File: config.mk
export PLATFORM = sky130hd
export DESIGN_NAME = ccfg_regs
export DESIGN_NICKNAME = d
export VERILOG_FILES = /design/src/ccfg_pkg.sv /design/src/ccfg_regs.sv
export SDC_FILE = /design/constraint.sdc
export NUM_CORES = 1
export LEC_CHECK = 0
export BUFFER_PORTS_ARGS = -buffer_cell sky130_fd_sc_hd__buf_2
export CAP_MARGIN = 20
export CORE_MARGIN = 2
export CORE_UTILIZATION = 45
export CTS_BUF_LIST = sky130_fd_sc_hd__clkbuf_2 sky130_fd_sc_hd__clkbuf_4 sky130_fd_sc_hd__clkbuf_8
export CTS_CLUSTER_DIAMETER = 200
export DETAILED_ROUTE_END_ITERATION = 10
export PLACE_DENSITY_LB_ADDON = 0.12
export SLEW_MARGIN = 40
export SYNTH_ARGS = -nofsm -noshare
export SYNTH_HDL_FRONTEND = slang
export SYNTH_SLANG_ARGS = --single-unit
File: constraint.sdc
create_clock -name clk -period 1.8 [get_ports clk]
set_input_delay 0.09 -clock clk [delete_from_list [all_inputs] [get_ports clk]]
set_output_delay 0.09 -clock clk [all_outputs]
set_load 0.02 [all_outputs]
File: src/ccfg_pkg.sv
// Package with offsets, field positions, reset values and encodings of the config bank.
`default_nettype none
package ccfg_pkg;
	localparam logic [7:0] XLATE_DEST_SECOND_OFS         = 8'h0c;
	localparam logic [7:0] BRIDGE_TIMING_CONFIG_OFS      = 8'h0d;
	localparam logic [7:0] REVERSE_RX_AND_PIN_ENABLE_OFS = 8'h0e;

	localparam int XLATE_DEST_ADDR_LSB    = 1;
	localparam int LOCAL_ACK_BIT          = 7;
	localparam int SLAVE_SETUP_HOLD_LSB   = 5;
	localparam int MASTER_BIT_RATE_LSB    = 2;
	localparam int SLAVE_TIMEOUT_LSB      = 0;
	localparam int REV_RX_POS_BIT         = 7;
	localparam int REV_RX_NEG_BIT         = 6;
	localparam int PIN1_ENABLE_BIT        = 1;
	localparam int PIN_ENABLE_LSB         = 1;

	localparam logic [6:0] XLATE_DEST_ADDR_RST  = 7'h00;
	localparam logic       LOCAL_ACK_RST        = 1'h1;
	localparam logic [1:0] SLAVE_SETUP_HOLD_RST = 2'h1;
	localparam logic [2:0] MASTER_BIT_RATE_RST  = 3'h5;
	localparam logic [1:0] SLAVE_TIMEOUT_RST    = 2'h2;
	localparam logic       REV_RX_POS_RST       = 1'h0;
	localparam logic       REV_RX_NEG_RST       = 1'h1;
	localparam logic [4:0] PIN_ENABLE_RST       = 5'h01;

	// Slave remote timeout in microseconds, and its cycle count at 25 MHz.
	localparam int CLK_MHZ         = 25;
	localparam int TIMEOUT_US_0    = 64;
	localparam int TIMEOUT_US_1    = 256;
	localparam int TIMEOUT_US_2    = 1024;
	localparam logic [1:0] TIMEOUT_OFF = 2'h3;
	localparam int TIMEOUT_CYC_0   = TIMEOUT_US_0 * CLK_MHZ;
	localparam int TIMEOUT_CYC_1   = TIMEOUT_US_1 * CLK_MHZ;
	localparam int TIMEOUT_CYC_2   = TIMEOUT_US_2 * CLK_MHZ;

	// Setup and hold times in ns, per slave timing code.
	localparam int SETUP_NS_0 = 352;
	localparam int SETUP_NS_1 = 469;
	localparam int SETUP_NS_2 = 938;
	localparam int SETUP_NS_3 = 1046;
	localparam int HOLD_NS_0  = 117;
	localparam int HOLD_NS_1  = 234;
	localparam int HOLD_NS_2  = 352;
	localparam int HOLD_NS_3  = 469;
	localparam int CLK_NS     = 40;

	// Master bit rate per code in hundredths of kbps, and the clock in the same unit.
	// Hundredths keep the slowest rate exact instead of rounding it.
	localparam int RATE_DK_0 = 847;
	localparam int RATE_DK_1 = 2830;
	localparam int RATE_DK_2 = 8470;
	localparam int RATE_DK_3 = 10500;
	localparam int RATE_DK_4 = 17300;
	localparam int RATE_DK_5 = 33900;
	localparam int RATE_DK_6 = 53300;
	localparam int RATE_DK_7 = 83700;
	localparam int CLK_DKHZ  = 2500000;
endpackage
`default_nettype wire

File: src/ccfg_regs.sv
// Configuration bank for translator destination, bridge timing and pin enables.
`default_nettype none
// How it works
// RULE_01 - Register xlate_dest_second bits 7:1 hold second translator destination, reset zero.
// RULE_02 - Local-ack bit set acknowledges locally when forward channel absent; reset one.
// RULE_03 - Two-bit field picks slave setup/hold time; reset code 01.
// RULE_04 - Three-bit field picks master bit rate from eight values; reset 101.
// RULE_05 - Two-bit field picks slave remote timeout, code 11 disables; reset 10.
// RULE_06 - Positive reverse receiver disable bit, one turns off, resets zero.
// RULE_07 - Negative reverse receiver disable bit, one turns off, resets one.
// RULE_08 - Pin 1 enable bit resets to one.
// RULE_09 - Pin 2..5 enable bits in bits 2..5, reset zero.
// RULE_10 - Software keeps reserved bit 0 zero in registers xlate_dest_second and reverse_rx_and_pin_enable.
module ccfg_regs (
	input  wire logic       clk,
	input  wire logic       reset,
	input  wire logic       regWrite,
	input  wire logic [7:0] regAddr,
	input  wire logic [7:0] regWdata,
	output logic      [7:0] regRdata,
	output logic      [6:0] xlateDestAddrSecond,
	output logic            localAckEnable,
	output logic      [1:0] slaveSetupHoldSel,
	output logic      [2:0] masterBitRateSel,
	output logic      [1:0] slaveRemoteTimeoutSel,
	output logic            revRxPosEnable,
	output logic            revRxNegEnable,
	output logic      [4:0] pinEnable,
	output logic     [15:0] setupCycles,
	output logic     [15:0] holdCycles,
	output logic     [15:0] bitHalfCycles,
	output logic     [15:0] timeoutCycles,
	output logic            timeoutEnable
);
	import ccfg_pkg::*;

	typedef struct packed {
		logic [6:0]  dest;
		logic        locAck;
		logic [1:0]  setHold;
		logic [2:0]  rate;
		logic [1:0]  tmo;
		logic        revPosDis;
		logic        revNegDis;
		logic [4:0]  pinEn;
		logic [7:0]  rdata;
		logic [15:0] setupCyc;
		logic [15:0] holdCyc;
		logic [15:0] halfCyc;
		logic [15:0] tmoCyc;
	} ccfg_state_t;

	ccfg_state_t state_q;
	ccfg_state_t state_d;

	// Least times round up to whole cycles.
	function automatic logic [15:0] nsToCycles(input int ns);
		nsToCycles = 16'((ns + CLK_NS - 1) / CLK_NS);
	endfunction

	// Half a bit period, rounded down but never below one cycle.
	function automatic logic [15:0] halfBitCycles(input int rateDk);
		int c;
		c = CLK_DKHZ / (2 * rateDk);
		halfBitCycles = (c < 1) ? 16'h0001 : 16'(c);
	endfunction

	always_comb begin
		state_d = state_q;
		if (regWrite) begin
			case (regAddr)
				XLATE_DEST_SECOND_OFS: begin
					// RULE_01 destination address store.
					state_d.dest = regWdata[7:XLATE_DEST_ADDR_LSB];
				end
				BRIDGE_TIMING_CONFIG_OFS: begin
					// RULE_02 local acknowledge store.
					state_d.locAck  = regWdata[LOCAL_ACK_BIT];
					state_d.setHold = regWdata[SLAVE_SETUP_HOLD_LSB +: 2];
					state_d.rate    = regWdata[MASTER_BIT_RATE_LSB +: 3];
					state_d.tmo     = regWdata[SLAVE_TIMEOUT_LSB +: 2];
				end
				REVERSE_RX_AND_PIN_ENABLE_OFS: begin
					// RULE_06 positive receiver disable.
					state_d.revPosDis = regWdata[REV_RX_POS_BIT];
					// RULE_07 negative receiver disable.
					state_d.revNegDis = regWdata[REV_RX_NEG_BIT];
					// RULE_08 pin enables store.
					state_d.pinEn     = regWdata[PIN_ENABLE_LSB +: 5];
				end
				default: begin
					state_d.dest = state_q.dest;
				end
			endcase
		end
		// Reads are registered; reserved bits read back as zero.
		case (regAddr)
			XLATE_DEST_SECOND_OFS: begin
				state_d.rdata = {state_q.dest, 1'b0};
			end
			BRIDGE_TIMING_CONFIG_OFS: begin
				state_d.rdata = {state_q.locAck, state_q.setHold, state_q.rate, state_q.tmo};
			end
			REVERSE_RX_AND_PIN_ENABLE_OFS: begin
				// RULE_09 pins 2..5 in bits 2..5.
				state_d.rdata = {state_q.revPosDis, state_q.revNegDis, state_q.pinEn, 1'b0};
			end
			default: begin
				state_d.rdata = 8'h00;
			end
		endcase
		// RULE_03 setup/hold decode.
		case (state_q.setHold)
			2'h0: begin
				state_d.setupCyc = nsToCycles(SETUP_NS_0);
				state_d.holdCyc  = nsToCycles(HOLD_NS_0);
			end
			2'h1: begin
				state_d.setupCyc = nsToCycles(SETUP_NS_1);
				state_d.holdCyc  = nsToCycles(HOLD_NS_1);
			end
			2'h2: begin
				state_d.setupCyc = nsToCycles(SETUP_NS_2);
				state_d.holdCyc  = nsToCycles(HOLD_NS_2);
			end
			default: begin
				state_d.setupCyc = nsToCycles(SETUP_NS_3);
				state_d.holdCyc  = nsToCycles(HOLD_NS_3);
			end
		endcase
		// RULE_04 bit rate decode.
		case (state_q.rate)
			3'h0: state_d.halfCyc = halfBitCycles(RATE_DK_0);
			3'h1: state_d.halfCyc = halfBitCycles(RATE_DK_1);
			3'h2: state_d.halfCyc = halfBitCycles(RATE_DK_2);
			3'h3: state_d.halfCyc = halfBitCycles(RATE_DK_3);
			3'h4: state_d.halfCyc = halfBitCycles(RATE_DK_4);
			3'h5: state_d.halfCyc = halfBitCycles(RATE_DK_5);
			3'h6: state_d.halfCyc = halfBitCycles(RATE_DK_6);
			default: state_d.halfCyc = halfBitCycles(RATE_DK_7);
		endcase
		// RULE_05 timeout decode, zero when disabled.
		case (state_q.tmo)
			2'h0: state_d.tmoCyc = 16'(TIMEOUT_CYC_0);
			2'h1: state_d.tmoCyc = 16'(TIMEOUT_CYC_1);
			2'h2: state_d.tmoCyc = 16'(TIMEOUT_CYC_2);
			default: state_d.tmoCyc = 16'h0000;
		endcase
	end

	always_ff @(posedge clk or posedge reset) begin
		if (reset) begin
			state_q.dest      <= XLATE_DEST_ADDR_RST;
			state_q.locAck    <= LOCAL_ACK_RST;
			state_q.setHold   <= SLAVE_SETUP_HOLD_RST;
			state_q.rate      <= MASTER_BIT_RATE_RST;
			state_q.tmo       <= SLAVE_TIMEOUT_RST;
			state_q.revPosDis <= REV_RX_POS_RST;
			state_q.revNegDis <= REV_RX_NEG_RST;
			state_q.pinEn     <= PIN_ENABLE_RST;
			state_q.rdata     <= 8'h00;
			// Derived counts start as the decode of the reset codes; after a write they follow the codes one cycle late.
			state_q.setupCyc  <= nsToCycles(SETUP_NS_1);
			state_q.holdCyc   <= nsToCycles(HOLD_NS_1);
			state_q.halfCyc   <= halfBitCycles(RATE_DK_5);
			state_q.tmoCyc    <= 16'(TIMEOUT_CYC_2);
		end else begin
			state_q <= state_d;
		end
	end

	assign regRdata              = state_q.rdata;
	assign xlateDestAddrSecond   = state_q.dest;
	assign localAckEnable        = state_q.locAck;
	assign slaveSetupHoldSel     = state_q.setHold;
	assign masterBitRateSel      = state_q.rate;
	assign slaveRemoteTimeoutSel = state_q.tmo;
	assign revRxPosEnable        = ~state_q.revPosDis;
	assign revRxNegEnable        = ~state_q.revNegDis;
	assign pinEnable             = state_q.pinEn;
	assign setupCycles           = state_q.setupCyc;
	assign holdCycles            = state_q.holdCyc;
	assign bitHalfCycles         = state_q.halfCyc;
	assign timeoutCycles         = state_q.tmoCyc;
	assign timeoutEnable         = (state_q.tmo != TIMEOUT_OFF);
endmodule
`default_nettype wire

Word-level counts from Yosys, hierarchy flattened --
Cells that the tools add are included.
Word-level totals: bits in writable memories 0, ROM bits 0, bits in registers 94, memories kept 0, bits of input ports 19, bits in latches 0
Operators by class: $lt $le $gt $ge 0, multipliers 0, multiplexer cells 4, equal/unequal tests 14, div/mod/pow operators 0, reduce and logical (&&, ||, !) cells 6, bitwise operators 2, add/subtract/negate cells 0, shifts and indexed selects 0
Operators by type and width (count):
- 11-bit case mux with 7 select lines | 1
- 21-bit case mux with 3 select lines | 1
- 15-bit case mux with 3 select lines | 1
- 8-bit by 4-bit == test with 1-bit output, second input constant | 3
- 8-bit case mux with 3 select lines | 1
- 3-bit == test, second input constant | 3
- 3-bit by 2-bit == test with 1-bit output, second input constant | 2
- 2-bit AND reduction | 3
- 2-bit by 1-bit == test with 1-bit output, second input constant | 2
- 2-bit == test, second input constant | 2
- 2-bit zero test | 2
- 3-bit by 1-bit == test with 1-bit output, second input constant | 1
- 3-bit zero test | 1
- 2-bit inequality test, second input constant | 1
- 1-bit NOT | 2

Depth between registers and ports, before layout --
Gate-level depths: netlist of the first run.
depth in word-level cells 2, gate-level depth with buffers 5, depth with buffers taken out 4

Worst setup path before layout of the first run --
No wires, ideal clock.
path type register to register, start point reg state_q, in the netlist masterBitRateSel[0], end point reg state_q, in the netlist regRdata[2], clock period less this slack 1.301 ns, slack 0.499 ns, setup time 0.079 ns, buffers on the path 1, arrival 1.222 ns, data required time 1.721 ns, cell stages (with the launch flop) 5, path through dfstp_2 clkbuf_1 mux2i_1 or2_2 a21oi_1
RTL lines:
- start: declaration | line ccfg_regs.sv:53 | ccfg_state_t state_q;
- start signal: assignment | line ccfg_regs.sv:168 | state_q <= state_d;

==> results of run 1 <==
[cell usage after synthesis, drive strengths merged]
cell	count
conb	2
nor3	1
a2bb2oi	2
clkbuf	3
o21ai	2
mux2i	7
nor3b	1
nor2	13
and4bb	1
nand3	1
and2b	1
a21oi	7
nand2	9
nand2b	2
buf	94
dfstp	14
o21bai	2
nor2b	2
nand4	3
or2	7
mux2	22
ha	5
dfrtp	37
inv	8
[state kept, by name (all words and copies together), names as in the netlist]
name	count
bitHalfCycles	10
regRdata	8
xlateDestAddrSecond	7
pinEnable	5
holdCycles	4
timeoutCycles	4
masterBitRateSel	3
setupCycles	3
slaveRemoteTimeoutSel	2
slaveSetupHoldSel	2
state_q	2
localAckEnable	1
[layout make-up]
type / count / area (um^2) / area share
Tap cell: 75 / 93.84 / 0.03377
Sequential cell: 51 / 1294 / 0.4656
Clock buffer: 6 / 76.32 / 0.02747
Multi-Input combinational cell: 126 / 867.1 / 0.3120
Inverter: 8 / 30.03 / 0.01081
Clock inverter: 2 / 12.51 / 0.004502
Timing Repair Buffer: 77 / 405.4 / 0.1459
[logic make-up (layout without fill, tap and decap cells)]
family,Yosys count,after routing
flip-flops,51,51
buffers and inverters,105,93
multiplexers,29,29
adder cells (fa/ha/maj),5,5
AO/OA/AOI/OAI,13,13
other,2,38
AND/OR/NAND/NOR,41,41
[per-stage QoR]
step / hold slack (ns) / std cells / area [um^2] / utilization / worst slack, ns
floorplan: 0.2404 / 282 / 2915 / - / 0.4985
global placement: 0.1849 / 336 / 2680 / 0.4500 / 0.4621
global route: 0.03959 / 345 / 2779 / 0.4666 / 0.4473
CTS: 0.02533 / 345 / 2779 / 0.4666 / 0.5049
finish: 0.03155 / 345 / 2779 / 0.4666 / 0.5172
detailed placement: 0.1825 / 336 / 2680 / 0.4500 / 0.4537
[per-layer routing]
layer  GRT usage  wire [um]  vias to the layer above  share of wire
li1            -          -                      704              -
met1      0.1996       2114                      690           0.47
met2      0.2073       1990                       80           0.44
met3     0.03370        368                        5          0.081
met4     0.06393         67                        0          0.015
met5           0          0                        -              0
[placed cells by master (no fill, tap or decap)]
cell / instances
buf_2: 75
conb_1: 38
dfrtp_1: 37
mux2_2: 22
dfstp_2: 14
nor2_1: 12
nand2_1: 9
inv_1: 7
mux2i_1: 7
or2_2: 7
a21oi_1: 7
ha_1: 5
clkbuf_8: 5
nand4_4: 3
a2bb2oi_1: 2
nand2b_1: 2
o21ai_0: 2
o21bai_1: 2
nor2_2: 1
and4bb_4: 1
and2b_1: 1
nor2b_4: 1
nor3b_1: 1
nor3_1: 1
nand3_1: 1
nor2b_1: 1
inv_2: 1
clkinv_2: 1
clkbuf_4: 1
clkinvlp_4: 1
dlygate4sd3_1: 1
buf_12: 1
[worst max-delay path by stage]
stage	cells past startpoint	slack [ns]	end
6_report	3	0.52	holdCycles[3]
5_1_grt	3	0.45	regRdata[4]
4_1_cts	3	0.50	holdCycles[3]
3_5_place_dp	4	0.45	pinEnable[3]
3_3_place_gp	4	0.46	pinEnable[1]
2_1_floorplan	1	0.50	bitHalfCycles[0]
[report_power, final]
part,switching [uW],internal [uW]
sequential,36.4,1210
clock,366,287
combinational,252,110
==> qor.yml, run 1 <==
sta:
  timing.fmax_ghz: 0.7795
  rsz0062_at_grt: "false"
  fin_worst_skew_ns: 0.01091
  relSlewSlack: 0.6229
  period_share: 0.7127
  finalSetupViolations: 0
  setup_tns_ns: 0
  hold_violations: 0
  fin_crit_ns: 1.283
  slew_viol_final: 0
  tightest_slew_ns: 0.5648
worst_hold_path:
  holdCritStartpoint: "regWdata[0]"
  min_to: "slaveRemoteTimeoutSel[0]"
  hold_path_depth: 2
  min_path_type: "input pin to register"
cts:
  numCtsBuffers: 5
  clockBufferDepth: 2
  hold_buffers: 1
  cts.clk_slew.worst_paths_ns: 0.09
  cts_setup_buffers: 0
  cts.sinks: 51
  htreeDepth: 2
  ctsRootBufferMaster: "clkbuf_8"
  clk_latency_ns: 0.30
  ctsResizeCount: 0
  cts_tree: "done"
setup_path:
  startpoint: "slaveSetupHoldSel[0]"
  crit-reg2reg-launch: "slaveSetupHoldSel[0]"
  cp_max_fo: 7
  crit_type: "register to register"
  crit_buf_inv: 1
  path_cells: "inv_1 > ha_1 > or2_2"
  r2r_end: "holdCycles[3]"
  worstSetupEndpointType: "register"
  slowest_delay_ns: 0.61
  cp_slowest_cell: "dfstp_2"
  crit_family: "flip-flops"
  critPathLaunchType: "register"
  crit_required_ns: 1.99
  r2r_setup_slack_ns: 0.52
  rr_worst_depth: 3
  cp_data_arrival_time_ns: 1.47
floorplanning:
  num_rows: 28
  fp.dieArea_mm2: 0.006823
  die_x_um: 82.60
  core-area_mm2: 0.005956
  die_y_um: 82.60
  initial_core_util: 0.4668
  design.portCount: 114
finish:
  diodes: 0
  drive_gt1_frac: 0.4963
  fillers: 581
  area_growth_pct: -0.04482
  final_nets: 293
synthesis:
  synth_mux_area_frac: 0.1143
  ys_types: 27
  syn_inst: 246
  yosysTopAreaCellShare: 0.3330
  synthAdderAreaFrac: 0.02250
  synth_warnings: 0
  avgSynthCellArea_um2: 11.30
  netlist_area_mm2: 0.002780
  ys_seq_area_frac: 0.4653
  ys_seq_elements: 51
  synth_area_leader_cell: "dfrtp_1"
  synth_area_leaders: "dfrtp_1 (33%), buf_4 (25%), dfstp_2 (13%)"
  synth_top_family_by_area: "buffers and inverters"
  synth_simple_gate_area_frac: 0.09586
  synth_compound_area_frac: 0.02790
  yosys.area_share.xor_xnor: 0
placement:
  hpwlAfterDp_um: 3244
  port_buffers: 75
  place_congestion: 0.7084
global_route:
  grt-ovfl-total: 0
  grt_pass1_wl_um: 7003
  grt_start_max_net_pins: 27
  grt_pass1_vias: 1354
  antenna_found_initial: 0
  grt_usage: 0.1419
power:
  leakagePower_uw: 0.001450
  ir_drop_uv: 323.0
  power_uw: 2264
  cellPowerDensity_mw_per_mm2: 814.6
route:
  vias_per_cell: 4.287
  drt_drc_violations_left: 0
  antenna_left: 0
  dr.pass1.iters: 4
  num_vias: 1479
  drt_iter0_markers: 36
  finalWirelength_um: 4540
  wl_per_cell_um: 13.16
run:
  maxCapViolations: 0
run_status:
  status: "finished clean"
No activity file was read; power rests on OpenSTA's default activity.
==> inputs of run 2 (changes only) <==
==> constraint.sdc (replaced) <==
create_clock -name clk -period 1.05 [get_ports clk]
set_input_delay 0.0525 -clock clk [delete_from_list [all_inputs] [get_ports clk]]
set_output_delay 0.0525 -clock clk [all_outputs]
set_load 0.02 [all_outputs]
==> run 2 against run 1 <==
  * The flow now finishes with violations (negative setup slack)
  * Die area unchanged
  * Power increased by 82%
  * Non-clock buffer count increased by 30
  * Wire length increased by 6.0%
  * Critical path depth unchanged
  * Final area increased by 17%
  * First-iteration DRC count increased by 17%
  * Clock skew increased by 0.00087 ns
  * Final cell count increased by 8.7%
  * Critical path type is now register to output pin
  * Largest power group unchanged
==> qor.yml, run 2 (synthesis results as in run 1) <==
run_status:
  status: "finished, violations left"  # was finished clean
  violations: "negative setup slack"
route:
  vias_per_cell: 4.267  # was 4.287
  drt_drc_violations_left: 0  # unchanged
  dr.pass1.iters: 3  # was 4
  num_vias: 1600  # was 1479
  antenna_left: 0  # unchanged
  finalWirelength_um: 4813  # was 4540 um
  drt_iter0_markers: 42  # was 36
  wl_per_cell_um: 12.83  # was 13.16 um
placement:
  place_congestion: 0.7224  # was 0.7084
  placed_cell_area_mm2: 0.002829  # was 0.002680 mm^2
  hpwlAfterDp_um: 3342  # was 3244 um
  port_buffers: 75  # unchanged
  pre_cts_ws_ns: -0.1869  # was 0.4537 ns
cts:
  clockBufferDepth: 2  # unchanged
  ctsRootBufferMaster: "clkbuf_8"  # unchanged
  cts.sinks: 51  # unchanged
  clk_latency_ns: 0.30  # about the same
  cts.clk_slew.worst_paths_ns: 0.09  # about the same
  numCtsBuffers: 5  # unchanged
  cts_tree: "done"  # unchanged
  htreeDepth: 2  # unchanged
sta:
  hold_violations: 0  # unchanged
  finalSetupViolations: 16  # was 0
  timing.fmax_ghz: 0.8532
  fin_crit_ns: 1.172
  setup_tns_ns: -0.8258  # was 0 ns
  setup_ws_ns: -0.1221  # was 0.5172 ns
  period_share: 1.116
  whs_ns: 0.007102  # was 0.03155 ns
  fin_worst_skew_ns: 0.01178  # was 0.01091 ns
  slew_viol_final: 0  # unchanged
  rsz0062_at_grt: "true"  # was false
floorplanning:
  num_rows: 28  # unchanged
  core-area_mm2: 0.005956  # unchanged
  design.portCount: 114  # unchanged
  fp.dieArea_mm2: 0.006823  # unchanged
  die_x_um: 82.60  # unchanged
  initial_core_util: 0.4668  # unchanged
  die_y_um: 82.60  # unchanged
finish:
  layout_commonest_cell: "buf_2"  # unchanged
  drive_gt1_frac: 0.6033  # was 0.4963
  area_growth_pct: 17.42  # was -0.04482%
  design_area_mm2: 0.003264  # was 0.002779 mm^2
  final_nets: 323  # was 293
  diodes: 0  # unchanged
  layout_common_cells: "buf_2 (58), conb_1 (38), dfrtp_1 (36)"  # was buf_2 (75), conb_1 (38), dfrtp_1 (37)
  largest_register_ff_count: 10  # unchanged
power:
  leakagePower_uw: 0.001645  # was 0.001450 uW
  switching_power_uw: 1165  # was 655.0 uW
  internal_power_uw: 2961  # was 1609 uW
  p_clk_frac: 0.289  # about the same
  ir_drop_uv: 681.4  # was 323.0 uV
  cellPowerDensity_mw_per_mm2: 1264  # was 814.6 mW/mm^2
  sequentialPowerShare: 0.516  # was 0.551
  power_uw: 4126  # was 2264 uW
  power_frac_comb: 0.195  # was 0.160
  switching_share: 0.2824  # was 0.2894
setup_path:
  crit-reg2reg-launch: "slaveSetupHoldSel[0]"  # unchanged
  crit_type: "register to output pin"  # was register to register
  cp_max_fo: 4  # was 7
  worstSetupEndpointType: "output pin"  # was register
  r2r_setup_slack_ns: -0.11  # was 0.52 ns
  crit_required_ns: 1.00  # was 1.99 ns
  cp_data_arrival_time_ns: 1.12  # was 1.47 ns
  startpoint: "slaveRemoteTimeoutSel[1]"  # was slaveSetupHoldSel[0]
  critPathLaunchType: "register"  # unchanged
global_route:
  grt_pass1_wl_um: 7272  # was 7003 um
  grt_usage: 0.1442  # was 0.1419
  grt_start_max_net_pins: 52  # was 27
  grt_pass1_vias: 1490  # was 1354
  grt-ovfl-total: 0  # unchanged
  antenna_found_initial: 0  # unchanged
run:
  maxCapViolations: 0  # unchanged
worst_hold_path:
  min_path_type: "input pin to register"  # unchanged
  holdCritStartpoint: "regWdata[3]"  # was regWdata[0]
run 2: through the flow:
step           cells  utilization
2_1_floorplan    282            -
3_3_place_gp     353       0.4750
3_5_place_dp     353       0.4750
4_1_cts          372       0.5277
5_1_grt          375       0.5481
6_report         375       0.5481
run 2: worst max-delay path, cell delays in order, from the launching register on:
cell	delay [ns]
dfstp_2	0.54
buf_6	0.11
nand2_2	0.05
buf_6	0.13
run 2: worst paths after layout:
path,end,cells after the start
max,timeoutEnable,3
min,pinEnable[2],2
max reg2reg,holdCycles[3],3
max in group asynchronous,slaveRemoteTimeoutSel[1],4
min reg2reg,timeoutCycles[13],1
min in group asynchronous,bitHalfCycles[0],4
run 2: layer usage:
| metal | track usage | share of wire |
|---|---|---|
| met1 | 0.1920 | 0.45 |
| met4 | 0.04918 | 0.012 |
| met5 | 0 | 0 |
| met2 | 0.2282 | 0.46 |
| met3 | 0.03804 | 0.078 |
run 2: power by group through the flow:
| stage | Clock (uW) | Sequential [uW] | Combinational [uW] |
|---|---|---|---|
| 4_1_cts | 1240 | 2130 | 764 |
| 3_5_place_dp | 0 | 2160 | 691 |
| 2_1_floorplan | 0 | 2160 | 706 |
| 5_1_grt | 1320 | 2140 | 876 |
| 6_report | 1190 | 2130 | 804 |
| 3_3_place_gp | 0 | 2160 | 687 |
run 2: final cells by class:
cell class	count	area, um^2
clock buffer	7	90.09
clock inverter	1	8.758
fill	552	2691
inverter	8	33.78
multi-input combinational	126	973.4
sequential	51	1295
tap	75	93.84
timing repair buffer	107	769.5
run 2: repair_timing:
| item | CTS | global route |
|---|---|---|
| buffers inserted | 9 | 3 |
| hold buffers | 2 | 0 |
| setup endpoints to repair | 21 | 31 |
| endpoints found under the hold margin | 38 | 0 |
| resized for setup | 39 | 28 |
| pin swaps | 6 | 11 |
